==> src/rtl/cwos_pkg.sv <==
// Constants shared by the configuration word decoder and its testbench.
package cwos_pkg;
  // -------------------------------------------------------------------
  // Address map of the special configuration space.
  // -------------------------------------------------------------------
  localparam logic [13:0] CWOS_CFG_ADDR  = 14'h2007; // Setup word location.
  localparam logic [13:0] CWOS_SPACE_LO  = 14'h2000; // First special address.
  localparam logic [13:0] CWOS_SPACE_HI  = 14'h3fff; // Last special address.
  localparam int          CWOS_WORD_W    = 14;       // Width of the setup word.
  localparam int          CWOS_TRIM_W    = 8;        // Width of the oscillator trim.

  // -------------------------------------------------------------------
  // Field positions inside the setup word.
  // -------------------------------------------------------------------
  localparam int CWOS_BG_HI    = 13; // Bandgap trim, upper bit.
  localparam int CWOS_BG_LO    = 12; // Bandgap trim, lower bit.
  localparam int CWOS_DPROT    = 8;  // Data protect, low active.
  localparam int CWOS_PPROT    = 7;  // Program protect, low active.
  localparam int CWOS_BOD_EN   = 6;  // Brown-out detector enable.
  localparam int CWOS_RST_SEL  = 5;  // Shared reset pin role.
  localparam int CWOS_POWERUP_DELAY_TIMER_DIS = 4;  // Power-up delay disable.
  localparam int CWOS_WDT_EN   = 3;  // Watchdog enable.
  localparam int CWOS_OSC_HI   = 2;  // Oscillator select, upper bit.
  localparam int CWOS_OSC_LO   = 0;  // Oscillator select, lower bit.

  // Implemented bits; 11 down to 9 always read as zero.
  localparam logic [13:0] CWOS_IMPL_MASK = 14'h31ff;
  // An unprogrammed word reads all implemented bits as one.
  localparam logic [13:0] CWOS_ERASED    = 14'h31ff;
  localparam logic [7:0]  CWOS_TRIM_RST  = 8'h80; // Trim before first capture.

  // -------------------------------------------------------------------
  // Oscillator select codes.
  // -------------------------------------------------------------------
  typedef enum logic [2:0] {
    CWOS_OSC_LP      = 3'h0, // Low-power crystal.
    CWOS_OSC_XT      = 3'h1, // Standard crystal or resonator.
    CWOS_OSC_HS      = 3'h2, // High-speed crystal or resonator.
    CWOS_OSC_EC      = 3'h3, // External clock in.
    CWOS_OSC_INT_IO  = 3'h4, // Internal oscillator, both pins I/O.
    CWOS_OSC_INT_CLK = 3'h5, // Internal oscillator, divided clock out.
    CWOS_OSC_RC_IO   = 3'h6, // External RC, second pin I/O.
    CWOS_OSC_RC_CLK  = 3'h7  // External RC, divided clock out.
  } cwos_osc_t;

  // Divided clock output: last count of a two-cycle half period (period of four).
  localparam logic [0:0] CWOS_DIV_HALF = 1'h1;
endpackage

==> src/rtl/cwos_pin_if.sv <==
// Interface carrying raw pin levels to the synchroniser and clean levels back.
`timescale 1ns/1ps
`default_nettype none
interface cwos_pin_if #(parameter int W = 2);
  logic [W-1:0] raw;   // Levels straight from the pads.
  logic [W-1:0] clean; // Levels after synchronising and agreement.
  modport sync (input raw, output clean);
  modport core (output raw, input clean);
endinterface // cwos_pin_if
`default_nettype wire

==> src/rtl/cwos_sync.sv <==
// Three-stage pin synchroniser; a level is taken once stages two and three agree.
`timescale 1ns/1ps
`default_nettype none
module cwos_sync #(
  parameter int              W   = 2,
  parameter logic [W-1:0]    RST = '1
) (
  // Clock and reset.
  input  wire logic clk,
  input  wire logic resetn,
  input  wire logic clk_en,
  // Pin levels.
  cwos_pin_if.sync  pins
);
  logic [W-1:0] st1; // First stage, read only by the second stage.
  logic [W-1:0] st2; // Second stage.
  logic [W-1:0] st3; // Third stage.
  logic [W-1:0] lvl; // Accepted level.

  // -------------------------------------------------------------------
  // Per-bit pipeline; a change counts only when it has settled.
  // -------------------------------------------------------------------
  for (genvar i = 0; i < W; i++) begin : g_bit
    always_ff @(posedge clk or negedge resetn) begin
      if (!resetn) begin
        st1[i] <= RST[i];
        st2[i] <= RST[i];
        st3[i] <= RST[i];
        lvl[i] <= RST[i];
      end else if (clk_en) begin
        st1[i] <= pins.raw[i];
        st2[i] <= st1[i];
        st3[i] <= st2[i];
        // Agreement of two stages filters a single-cycle glitch.
        if (st2[i] == st3[i]) begin
          lvl[i] <= st3[i];
        end
      end
    end
  end

  assign pins.clean = lvl;
endmodule // cwos_sync
`default_nettype wire

==> src/rtl/cwos_top.sv <==
// Setup word store, option decoder and oscillator pin role control.
//
// Overview of operation
// Programmed bit reads zero, unprogrammed reads one.
// Setup word lives at address 2007h.
// Special space reachable only in programming mode.
// Fourteen bits; bits 11 to 9 read zero.
// Top two bits trim the bandgap reference.
// Programmer saves bandgap trim before erasing.
// Bit 8 low protects data memory.
// Bit 7 low protects program memory.
// Clearing data protection erases data EEPROM.
// Clearing program protection erases program and trim.
// Bit 6 enables the brown-out detector.
// Brown-out enable leaves power-up delay alone.
// Bit 5 picks reset pin or I/O.
// Bit 4 high disables power-up delay timer.
// Bit 3 enables the watchdog timer.
// Codes 111/110 select RC, clock-out or I/O.
// Codes 101/100 select internal oscillator modes.
// Code 011 takes clock from input pin.
// Codes 010/001/000 select crystal modes.
// External reset stops internal or RC oscillator.
// Crystal modes also accept an external clock.
// Clock-out pin drives oscillator over four.
// Internal oscillator trim loaded from calibration.
// Capture word in reset, hold until next.
`timescale 1ns/1ps
`default_nettype none
module cwos_top #(
  parameter logic [13:0] NV_INIT = cwos_pkg::CWOS_ERASED // Word after power-on.
) (
  // Clock, reset and freeze.
  input  wire logic                        clk,
  input  wire logic                        resetn,
  input  wire logic                        clk_en,
  // Programmer port.
  input  wire logic                        prog_mode,
  input  wire logic [13:0]                 prog_addr,
  input  wire logic                        prog_we,
  input  wire logic                        prog_re,
  input  wire logic [13:0]                 prog_wdata,
  output      logic [13:0]                 prog_rdata,
  output      logic                        prog_rvalid,
  // Memory erase requests.
  output      logic                        data_erase,
  output      logic                        program_erase,
  // Core reset state and calibration literal.
  input  wire logic                        core_in_reset,
  input  wire logic [7:0]                  cal_literal,
  // Decoded device options.
  output      logic [1:0]                  bandgap_trim,
  output      logic                        data_protect_n,
  output      logic                        program_protect_n,
  output      logic                        brownout_detect_en,
  output      logic                        ext_reset_pin_sel,
  output      logic                        powerup_delay_dis,
  output      logic                        watchdog_en,
  output      logic [2:0]                  osc_select,
  output      logic [7:0]                  osc_trim_reg,
  // Oscillator mode flags.
  output      logic                        internal_osc_mode,
  output      logic                        resistor_cap_osc_mode,
  output      logic                        ext_clock_in_mode,
  output      logic                        crystal_mode,
  output      logic                        ext_clock_accept,
  // Pins and their roles.
  input  wire logic                        shared_reset_io_i,
  input  wire logic                        osc_pin_in_i,
  input  wire logic                        shared_divided_clock_pin_io_o,
  input  wire logic                        shared_divided_clock_pin_io_oe,
  output      logic                        ext_reset_n,
  output      logic                        osc_stop,
  output      logic                        clock_input_pin,
  output      logic                        clock_input_pin_is_io,
  output      logic                        divided_clock_pin_is_io,
  output      logic                        resonator_en,
  output      logic                        osc_pin_out_o,
  output      logic                        osc_pin_out_oe
);
  import cwos_pkg::*;

  // -------------------------------------------------------------------
  // Storage and state.
  // -------------------------------------------------------------------
  logic [13:0] nv_word;   // Non-volatile setup word as last programmed.
  logic [13:0] cfg_q;     // Word captured at reset; drives all options.
  logic        cfg_hit;   // Programmer addresses the setup word.
  logic        in_space;  // Address lies in the special space.
  logic        wr_word;   // Accepted write to the setup word.
  logic [13:0] next_word; // Word as it will be stored.
  logic        div_cnt;   // Counts oscillator cycles within a half period.
  logic        div_clk;   // Divided clock level.
  cwos_osc_t   mode;      // Captured oscillator selection.
  logic        rst_pin;   // Clean level of the shared reset pin.
  logic        clk_pin;   // Clean level of the clock input pin.

  // Oscillator run control.
  typedef enum logic [1:0] {
    CWOS_RUN  = 2'b01, // Internal or RC oscillator running.
    CWOS_HALT = 2'b10  // Stopped by the external reset.
  } cwos_run_t;
  cwos_run_t run_state;      // Current oscillator state.
  cwos_run_t next_run_state; // Next oscillator state.

  // -------------------------------------------------------------------
  // Pin synchronisers.
  // -------------------------------------------------------------------
  cwos_pin_if #(.W(2)) pin_bus ();

  assign pin_bus.raw = {osc_pin_in_i, shared_reset_io_i};

  cwos_sync #(
    .W   (2),
    .RST (2'h3)
  ) u_sync (
    .clk    (clk),
    .resetn (resetn),
    .clk_en (clk_en),
    .pins   (pin_bus)
  );

  assign rst_pin = pin_bus.clean[0];
  assign clk_pin = pin_bus.clean[1];
  assign mode    = cwos_osc_t'(cfg_q[CWOS_OSC_HI:CWOS_OSC_LO]);

  // -------------------------------------------------------------------
  // Programmer access decode.
  // -------------------------------------------------------------------
  // The special space is invisible outside programming mode, so a normal
  // fetch can never see or alter the setup word.
  assign in_space  = prog_mode && (prog_addr >= CWOS_SPACE_LO)
                     && (prog_addr <= CWOS_SPACE_HI);
  assign cfg_hit   = in_space && (prog_addr == CWOS_CFG_ADDR);
  assign wr_word   = cfg_hit && prog_we;
  assign next_word = prog_wdata & CWOS_IMPL_MASK;

  // Store; a programmed bit is kept as zero, an erased bit as one.
  always_ff @(posedge clk or negedge resetn) begin
    if (!resetn) begin
      nv_word <= NV_INIT & CWOS_IMPL_MASK;
    end else if (clk_en && wr_word) begin
      nv_word <= next_word;
    end
  end

  // Read path; unmapped special addresses read zero.
  always_ff @(posedge clk or negedge resetn) begin
    if (!resetn) begin
      prog_rdata  <= '0;
      prog_rvalid <= 1'b0;
    end else if (clk_en) begin
      prog_rvalid <= in_space && prog_re;
      if (cfg_hit && prog_re) begin
        prog_rdata <= nv_word & CWOS_IMPL_MASK;
      end else begin
        prog_rdata <= '0;
      end
    end
  end

  // Lifting a protection wipes what it guarded; a pulse per event.
  always_ff @(posedge clk or negedge resetn) begin
    if (!resetn) begin
      data_erase    <= 1'b0;
      program_erase <= 1'b0;
    end else if (clk_en) begin
      data_erase    <= wr_word && !nv_word[CWOS_DPROT]
                       && next_word[CWOS_DPROT];
      program_erase <= wr_word && !nv_word[CWOS_PPROT]
                       && next_word[CWOS_PPROT];
    end
  end

  // -------------------------------------------------------------------
  // Capture at reset.
  // -------------------------------------------------------------------
  // Options change only while the core is held in reset, so running
  // logic never sees a mode switch underneath it.
  always_ff @(posedge clk or negedge resetn) begin
    if (!resetn) begin
      cfg_q        <= CWOS_ERASED;
      osc_trim_reg <= CWOS_TRIM_RST;
    end else if (clk_en && core_in_reset) begin
      cfg_q <= nv_word;
      // A wiped program also wiped the trim literal; keep mid-scale.
      if (program_erase) begin
        osc_trim_reg <= CWOS_TRIM_RST;
      end else begin
        osc_trim_reg <= cal_literal;
      end
    end
  end

  // -------------------------------------------------------------------
  // Option outputs, registered from the captured word.
  // -------------------------------------------------------------------
  always_ff @(posedge clk or negedge resetn) begin
    if (!resetn) begin
      bandgap_trim       <= CWOS_ERASED[CWOS_BG_HI:CWOS_BG_LO];
      data_protect_n     <= 1'b1;
      program_protect_n  <= 1'b1;
      brownout_detect_en <= 1'b1;
      ext_reset_pin_sel  <= 1'b1;
      powerup_delay_dis  <= 1'b1;
      watchdog_en        <= 1'b1;
      osc_select         <= CWOS_OSC_RC_CLK;
    end else if (clk_en) begin
      bandgap_trim       <= cfg_q[CWOS_BG_HI:CWOS_BG_LO];
      data_protect_n     <= cfg_q[CWOS_DPROT];
      program_protect_n  <= cfg_q[CWOS_PPROT];
      brownout_detect_en <= cfg_q[CWOS_BOD_EN];
      ext_reset_pin_sel  <= cfg_q[CWOS_RST_SEL];
      // Kept apart from the brown-out bit on purpose.
      powerup_delay_dis  <= cfg_q[CWOS_POWERUP_DELAY_TIMER_DIS];
      watchdog_en        <= cfg_q[CWOS_WDT_EN];
      osc_select         <= cfg_q[CWOS_OSC_HI:CWOS_OSC_LO];
    end
  end

  // -------------------------------------------------------------------
  // Oscillator mode and pin roles.
  // -------------------------------------------------------------------
  always_ff @(posedge clk or negedge resetn) begin
    if (!resetn) begin
      internal_osc_mode     <= 1'b0;
      resistor_cap_osc_mode <= 1'b1;
      ext_clock_in_mode     <= 1'b0;
      crystal_mode          <= 1'b0;
      ext_clock_accept      <= 1'b0;
      clock_input_pin_is_io           <= 1'b0;
      divided_clock_pin_is_io          <= 1'b0;
      resonator_en          <= 1'b0;
    end else if (clk_en) begin
      internal_osc_mode     <= 1'b0;
      resistor_cap_osc_mode <= 1'b0;
      ext_clock_in_mode     <= 1'b0;
      crystal_mode          <= 1'b0;
      ext_clock_accept      <= 1'b0;
      clock_input_pin_is_io           <= 1'b0;
      divided_clock_pin_is_io          <= 1'b0;
      resonator_en          <= 1'b0;
      unique case (mode)
        CWOS_OSC_RC_CLK: begin
          resistor_cap_osc_mode <= 1'b1;
        end
        CWOS_OSC_RC_IO: begin
          resistor_cap_osc_mode <= 1'b1;
          divided_clock_pin_is_io          <= 1'b1;
        end
        CWOS_OSC_INT_CLK: begin
          internal_osc_mode <= 1'b1;
          clock_input_pin_is_io       <= 1'b1;
        end
        CWOS_OSC_INT_IO: begin
          internal_osc_mode <= 1'b1;
          clock_input_pin_is_io       <= 1'b1;
          divided_clock_pin_is_io      <= 1'b1;
        end
        CWOS_OSC_EC: begin
          ext_clock_in_mode <= 1'b1;
          ext_clock_accept  <= 1'b1;
          divided_clock_pin_is_io      <= 1'b1;
        end
        CWOS_OSC_HS, CWOS_OSC_XT, CWOS_OSC_LP: begin
          crystal_mode     <= 1'b1;
          resonator_en     <= 1'b1;
          // A driven clock on the input pin works as well as a crystal.
          ext_clock_accept <= 1'b1;
        end
      endcase
    end
  end

  // Clean clock-input level for the clock tree in EC and crystal modes.
  always_ff @(posedge clk or negedge resetn) begin
    if (!resetn) begin
      clock_input_pin <= 1'b0;
    end else if (clk_en) begin
      clock_input_pin <= ext_clock_accept ? clk_pin : 1'b0;
    end
  end

  // -------------------------------------------------------------------
  // External reset and oscillator halt.
  // -------------------------------------------------------------------
  // With the pin as I/O the internal reset is tied inactive.
  always_ff @(posedge clk or negedge resetn) begin
    if (!resetn) begin
      ext_reset_n <= 1'b1;
    end else if (clk_en) begin
      ext_reset_n <= cfg_q[CWOS_RST_SEL] ? rst_pin : 1'b1;
    end
  end

  always_comb begin
    next_run_state = run_state;
    if (!ext_reset_n && (internal_osc_mode || resistor_cap_osc_mode)) begin
      next_run_state = CWOS_HALT;
    end else begin
      next_run_state = CWOS_RUN;
    end
  end

  always_ff @(posedge clk or negedge resetn) begin
    if (!resetn) begin
      run_state <= CWOS_RUN;
      osc_stop  <= 1'b0;
    end else if (clk_en) begin
      run_state <= next_run_state;
      osc_stop  <= (next_run_state == CWOS_HALT);
    end
  end

  // -------------------------------------------------------------------
  // Divided clock and second oscillator pin.
  // -------------------------------------------------------------------
  // clk stands for the oscillator; the divider holds while it is halted.
  always_ff @(posedge clk or negedge resetn) begin
    if (!resetn) begin
      div_cnt <= 1'b0;
      div_clk <= 1'b0;
    end else if (clk_en && run_state == CWOS_RUN) begin
      if (div_cnt == CWOS_DIV_HALF) begin
        div_cnt <= 1'b0;
        div_clk <= ~div_clk;
      end else begin
        div_cnt <= div_cnt + 1'b1;
      end
    end
  end

  // Clock-out in CWOS_OSC_RC_CLK and CWOS_OSC_INT_CLK modes, the port logic's I/O value where the pin is I/O, else off.
  always_ff @(posedge clk or negedge resetn) begin
    if (!resetn) begin
      osc_pin_out_o  <= 1'b0;
      osc_pin_out_oe <= 1'b0;
    end else if (clk_en) begin
      if (mode == CWOS_OSC_RC_CLK || mode == CWOS_OSC_INT_CLK) begin
        osc_pin_out_o  <= div_clk;
        osc_pin_out_oe <= 1'b1;
      end else if (divided_clock_pin_is_io) begin
        osc_pin_out_o  <= shared_divided_clock_pin_io_o;
        osc_pin_out_oe <= shared_divided_clock_pin_io_oe;
      end else begin
        osc_pin_out_o  <= 1'b0;
        osc_pin_out_oe <= 1'b0;
      end
    end
  end
endmodule // cwos_top
`default_nettype wire

==> config.mk <==
export PLATFORM = sky130hd
export DESIGN_NAME = cwos_top
export DESIGN_NICKNAME = d
export VERILOG_FILES = /design/src/rtl/cwos_pkg.sv /design/src/rtl/cwos_pin_if.sv /design/src/rtl/cwos_sync.sv /design/src/rtl/cwos_top.sv
export SDC_FILE = /design/constraint.sdc
export NUM_CORES = 1
export LEC_CHECK = 0
export ABC_AREA = 1
export BUFFER_PORTS_ARGS = -buffer_cell sky130_fd_sc_hd__buf_2
export CELL_PAD_IN_SITES_DETAIL_PLACEMENT = 2
export CELL_PAD_IN_SITES_GLOBAL_PLACEMENT = 2
export CORE_ASPECT_RATIO = 0.75
export CORE_MARGIN = 3
export CORE_UTILIZATION = 32
export CTS_CLUSTER_SIZE = 14
export DETAILED_ROUTE_END_ITERATION = 10
export GPL_TIMING_DRIVEN = 0
export HOLD_SLACK_MARGIN = 0.15
export PLACE_DENSITY = 0.93
export SKIP_CTS_REPAIR_TIMING = 1
export SYNTH_ARGS = -nofsm -noshare
export SYNTH_HDL_FRONTEND = slang
export SYNTH_SLANG_ARGS = --single-unit
==> constraint.sdc <==
create_clock -name clk -period 2 [get_ports clk]
set_clock_uncertainty 0.1 [all_clocks]
set_input_delay 0.1 -clock clk [delete_from_list [all_inputs] [get_ports clk]]
set_output_delay 0.1 -clock clk [all_outputs]
set_load 0.05 [all_outputs]
Word level (Yosys, flattened, before mapping)
Cells that the tools add are included.

Bits in registers: 81. Bits in latches: 0. Memory bits (writable): 0. Memory bits (read-only): 0. Input port bits: 47. Output and inout port bits: 49. Word-level logic and storage cells: 97. Memories: 0.

Add/subtract/negate cells: 1. $mul: 0. Div/mod/pow operators: 0. Order comparisons: 2. Equality and inequality tests: 12. Shift operators: 0. Muxes and demuxes: 16. Bitwise logic cells: 1. Reductions and logical operators: 28.

Operator list (number): 14-bit equality test, second input constant (1); 14-bit greater-or-equal comparator, second input constant (1); 14-bit <= comparator, second input constant (1); 1-bit logical AND (14); 14-bit 2-to-1 mux (1); 1-bit 2-to-1 mux (13); 3-bit equality test, second input constant (4); 8-bit 2-to-1 mux (1); 3-bit by 2-bit equality test with 1-bit output, second input constant (2); 2-bit AND reduction (3); 3-bit OR reduction (2); 2-bit OR reduction (2); 4-bit OR reduction (1); 3-bit by 1-bit equality test with 1-bit output, second input constant (1); 1-bit logical NOT (3); 3-bit logical NOT (1); 1-bit equality test (2); 2-bit by 1-bit equality test with 1-bit output, second input constant (1); 2-bit equality test, second input constant (1); 1-bit logical OR (2); 2-bit 2-to-1 mux (1); 1-bit adder, second input constant (1); 1-bit inverter (1).

Longest topological paths before layout
Word-level depth: 7. Mapped depth: 9. Mapped depth without buffers: 8.

Hierarchy
Synthesis repeated with hierarchy kept, for this count alone.

Cells, all modules: 356. Area total of the unflattened synthesis: 3305.7 sq um.

By module, submodules not included: cwos_top (instances 1, cells an instance 314, area an instance 2914.0 sq um, seq. area each 1773.0 sq um); cwos_sync (instances 1, cells an instance 42, area an instance 391.6 sq um, seq. area each 210.2 sq um).

Least setup slack after synthesis
OpenSTA, ideal clock, no wires.

Kind: register -> register. Start: register program_erase. End: register osc_trim_reg[0]. Setup time: 0.127 ns. Data arrival time: 0.970 ns. Data required time: 1.773 ns. Path slack: 0.803 ns. Stages on the path, launching flop included: 4. Buffers on the path: 0. Clock period less this slack: 1.197 ns. Cells stage by stage: dfrtp_1 -> inv_1 -> nand2_1 -> o21ai_0.

Longest elaborated chain between the ends: 1.

RTL lines: start: declaration (RTL line cwos_top.sv:47) `output logic program_erase,`; start signal: assignment (RTL line cwos_top.sv:170) `program_erase <= wr_word && !nv_word[CWOS_PPROT]`; 8-bit 2-to-1 mux (RTL line cwos_top.sv:187) `if (program_erase) begin`; end signal: assignment (RTL line cwos_top.sv:190) `osc_trim_reg <= cal_literal;`; end: declaration (RTL line cwos_top.sv:60) `output logic [7:0] osc_trim_reg,`.

No other way between the ends. A chain may end at the register's enable or synchronous reset.

Worst setup path after layout
Start: input port prog_re. End: register prog_rvalid.

Longest elaborated chain between the ends: 1.

RTL lines: start: declaration (RTL line cwos_top.sv:41) `input wire logic prog_re,`; 1-bit logical AND (RTL line cwos_top.sv:153) `prog_rvalid <= in_space && prog_re;`; end signal: assignment (RTL line cwos_top.sv:153); end: declaration (RTL line cwos_top.sv:44) `output logic prog_rvalid,`.

No other way between the ends.

==> results summary <==
After detailed routing, the wire length on met1 is between 4 and 5 mm. The number of nets in the finished design came out at about 530. The slew at the pin with the worst max-slew slack is around 0.55 ns. Of the synthesized area, sequential elements account for 61.9%. The tree is rooted in a clkbuf_16. The global router's overall resource usage came out at roughly a fifth. The synthesis-stage register bit count is 77.

The row count is 30. The count of warnings emitted by yosys is 0. The number of maximum-capacitance constraint violations came out at 0. Summed over all nets, the half-perimeter wirelength after detailed placement is a little under 8 mm. The worst hold path terminates at nv_word[0]. The final clock period utilization by the worst path is 95.3%. The first-pass detailed-route iteration total is 4.

The run finished with clean final reports. The setup check on the worst reg-to-reg path leaves a slack of 0.68 ns. The length of routed met2 wiring is 6.88 mm.

The power density over cell area is between 900 and 1000 nW/um^2. STA classifies the critical path startpoint as an input pin. In the post-synthesis netlist, the biggest area contributors are dfstp_2 (37%), dfrtp_1 (25%), nand2_1 (16%). The number of instances in the synthesized netlist is between 300 and 400. The unique cell type count in the Yosys netlist came out at 21.

The largest net degree at the start of global routing came out at 57. Of all cell types, the one taking the most synthesized area is dfstp_2. The startpoint of the worst hold path is prog_addr[4]. The internal power contribution came out at between 3000 and 4000 uW. The kind of cell with the highest combined delay on the critical path is buffers and inverters. The largest family of logic cells by synthesized area is simple AND/OR/NAND/NOR gates. The post-synthesis to final-layout area growth is 40.8%. VDD sags by at most ~0.43 mV.

The post-placement setup slack came out at roughly 0.71 ns. The final-report hold violation count was 0. 0 antenna diodes ended up in the layout. The leakage power is ~0.0022 uW. The most numerous cell on the critical path is dlygate4sd3_1.

The sum of routed wire length over all layers is about 12 mm. The effective utilization at floorplan came out at between 30% and 40%. After clock tree synthesis, the clock-pin slew on the worst setup and hold paths is ~0.070 ns.

The total negative setup slack came out at 0 ns. At the end of routability-driven placement, the weighted congestion stood at about 0.74. For this run, design rule violations remaining after detail routing come to 0.

The net load switching power came out at around 1000 uW. Pin placement for this block handled 96 I/O pins. The largest individual stage delay along the critical path comes from the cell dlygate4sd3_1. The total vias in the final route came out at 2943. The final core area utilization came out at ~48%. The normalized max-slew margin is between 60% and 70%. The worst reg2reg path depth is 3. The adder and majority cell fraction of the synthesized area came out at 0%. The worst setup path is of the input pin to register kind. The core box area came out at between 9000 and 10000 um^2. The largest registers in the layout are cfg_q x11, nv_word x11, prog_rdata x11. The simple-gate share of the synthesized area is 20.9%. For this run, the slowest stage of the critical path takes between 0.5 and 0.6 ns. The area fraction in compound gates after synthesis came out at 8.86%. After detailed routing, the number of vias per cell comes to ~4.8. Leaving out fill and tap cells, the most frequent cells in the layout are nand2_1 (133), buf_2 (97), dfstp_2 (45). The design draws 4090 uW. The number of routed nets with antenna violations came out at 0. For this run the aggregate overflow at the end of global routing stands at 0. The latest clock arrival within the worst-skew pair is about 0.34 ns.

For the worst setup path, the data arrival time is ~2.1 ns. The clock buffer count from CTS is 9. The terminus of the critical flop-to-flop path is osc_trim_reg[1].

The H-tree generated during clock tree synthesis spans 3 levels. The met3 layer wire length in the routed design came out at 405 um. The number of global-route vias before repair came out at 3262. The mean instance size in the synthesized netlist came out at around 9.2 um^2. The fraction of power spent switching nets came out at 25.7%.

The top achievable clock speed came out at roughly 0.52 GHz. The initial antenna violation count is 0. The critical register-to-register path startpoint is program_erase. The clock period could shrink to 1.91 ns. The setup slack of the critical path after layout is 0.0943 ns. The kind of end point of the critical path is a register. The share of final-layout standard cells stronger than drive strength 1 came out at a little under two fifths. Setup repair after global routing left no endpoint under its margin. The part of the power in the clock network came out at 46.7%.

The hold path depth is 7. In this run the horizontal extent of the chip is 122 um. The initial DRC count is 165. After synthesis the cells add up to 3200 um^2. The vertical die dimension came out at ~93 um.

The count of input and output buffers is about 90. The mean routed wirelength per cell came out at 20.2 um. The total buffers and inverters traversed by the critical path came out at 4. The fraction of synthesized area in multiplexers is 0%.

The maximum fanout count along the critical path came out at 2. For this design, the sink count on the clock tree is 77. The worst-case clock buffer depth came out at 2. The die area is 11300 um^2. The proportion of power drawn by flip-flops and latches is a little over two fifths.

The total of endpoints with negative setup slack in the final report is 0. The proportion of netlist area held by the largest area contributor came out at 36.9%. The post-synthesis share of cell area spent on xor and xnor gates came out at less than 1%. STA puts the critical path data required time at between 2 and 2.5 ns. The library cell used most frequently in the layout, excluding fill and tap cells, is nand2_1. The signal on the critical path passes through dlygate4sd3_1, buf_2, nand2_1, dlygate4sd3_1, o21ai_0, dlygate4sd3_1. The first-pass GRT wire length is around 18 mm. The worst hold path belongs to the class input pin to register. The final-report max-slew violation count came out at 0. The clock tree from TritonCTS is built. After detailed routing, no signal wire sits above met4. The relative contribution of combinational cells to total power is between 10 and 15%.
-- final cells by class --
| cell class | count | area (um^2) |
|---|---|---|
| clock buffer | 9 | 225 |
| tap | 128 | 160 |
| timing repair buffer | 121 | 791 |
| clock inverter | 7 | 123 |
| multi-input combinational | 221 | 983 |
| buffer | 21 | 129 |
| inverter | 31 | 116 |
| fill | 1025 | 4870 |
| sequential | 77 | 1980 |
-- worst max-delay path by stage --
stage | start | end | slack, ns | depth (start not counted)
after floorplan | program_erase | osc_trim_reg[0] | 0.80 | 3
after detailed placement | prog_addr[8] | nv_word[13] | 0.71 | 9
after global placement | resetn | osc_trim_reg[0] | 0.23 | 1
after global routing | prog_re | prog_rvalid | 0.04 | 6
after CTS | program_protect_n | program_protect_n | 0.64 | 1
final | prog_re | prog_rvalid | 0.09 | 6
-- Yosys cell counts --
cell	n
o21ai_0	33
inv_1	31
conb_1	1
dfstp_2	45
o21ai_2	10
nand3_1	16
buf_4	6
xnor2_1	2
buf_6	2
buf_2	10
nand4_1	3
o22ai_1	1
o211ai_1	1
a21oi_1	1
clkbuf_1	3
nand2_2	2
dfrtp_1	32
nor2_4	1
nand2_1	133
a31oi_1	2
nor2_1	13
-- layer usage --
layer | GRT usage (%) | vias to the layer above
li1 | - | 1343
met1 | 24.9 | 1509
met2 | 38.8 | 75
met3 | 4.46 | 16
met4 | 6.53 | 0
met5 | 0 | -
-- cells by family (layout without fill, tap and decap cells) --
group	count (synthesis)	count (layout)
and+or+nand+nor	168	168
AOI/OAI and AO/OA	48	48
other	1	3
buffers and inverters	52	189
DFF	77	77
xor gates and xnor gates	2	2
-- power by group through the flow --
stage          logic [uW]  registers [uW]  clock network, uW
4_1_cts               420            1710               1950
6_report              467            1710               1910
3_5_place_dp          411            1730                  0
5_1_grt               508            1720               2030
3_3_place_gp          383            1720                  0
2_1_floorplan         140            1830                  0
-- tightest hold or removal path, cell delays in order --
cell,delay [ns]
buf_2,0.08
nor2_1,0.03
nand2_1,0.09
nor2_4,0.07
nand2_2,0.07
nand2_1,0.05
nand2_1,0.07
-- metrics by stage --
stage | instances | cell area [um^2] | hold slack [ns]
2_1_floorplan | 350 | 3210 | -0.296
3_3_place_gp | 566 | 3810 | 0.214
3_5_place_dp | 567 | 3840 | -0.0853
4_1_cts | 583 | 4190 | -0.450
5_1_grt | 615 | 4510 | 0.227
6_report | 615 | 4510 | 0.154
(Power assumes the default switching activity.)
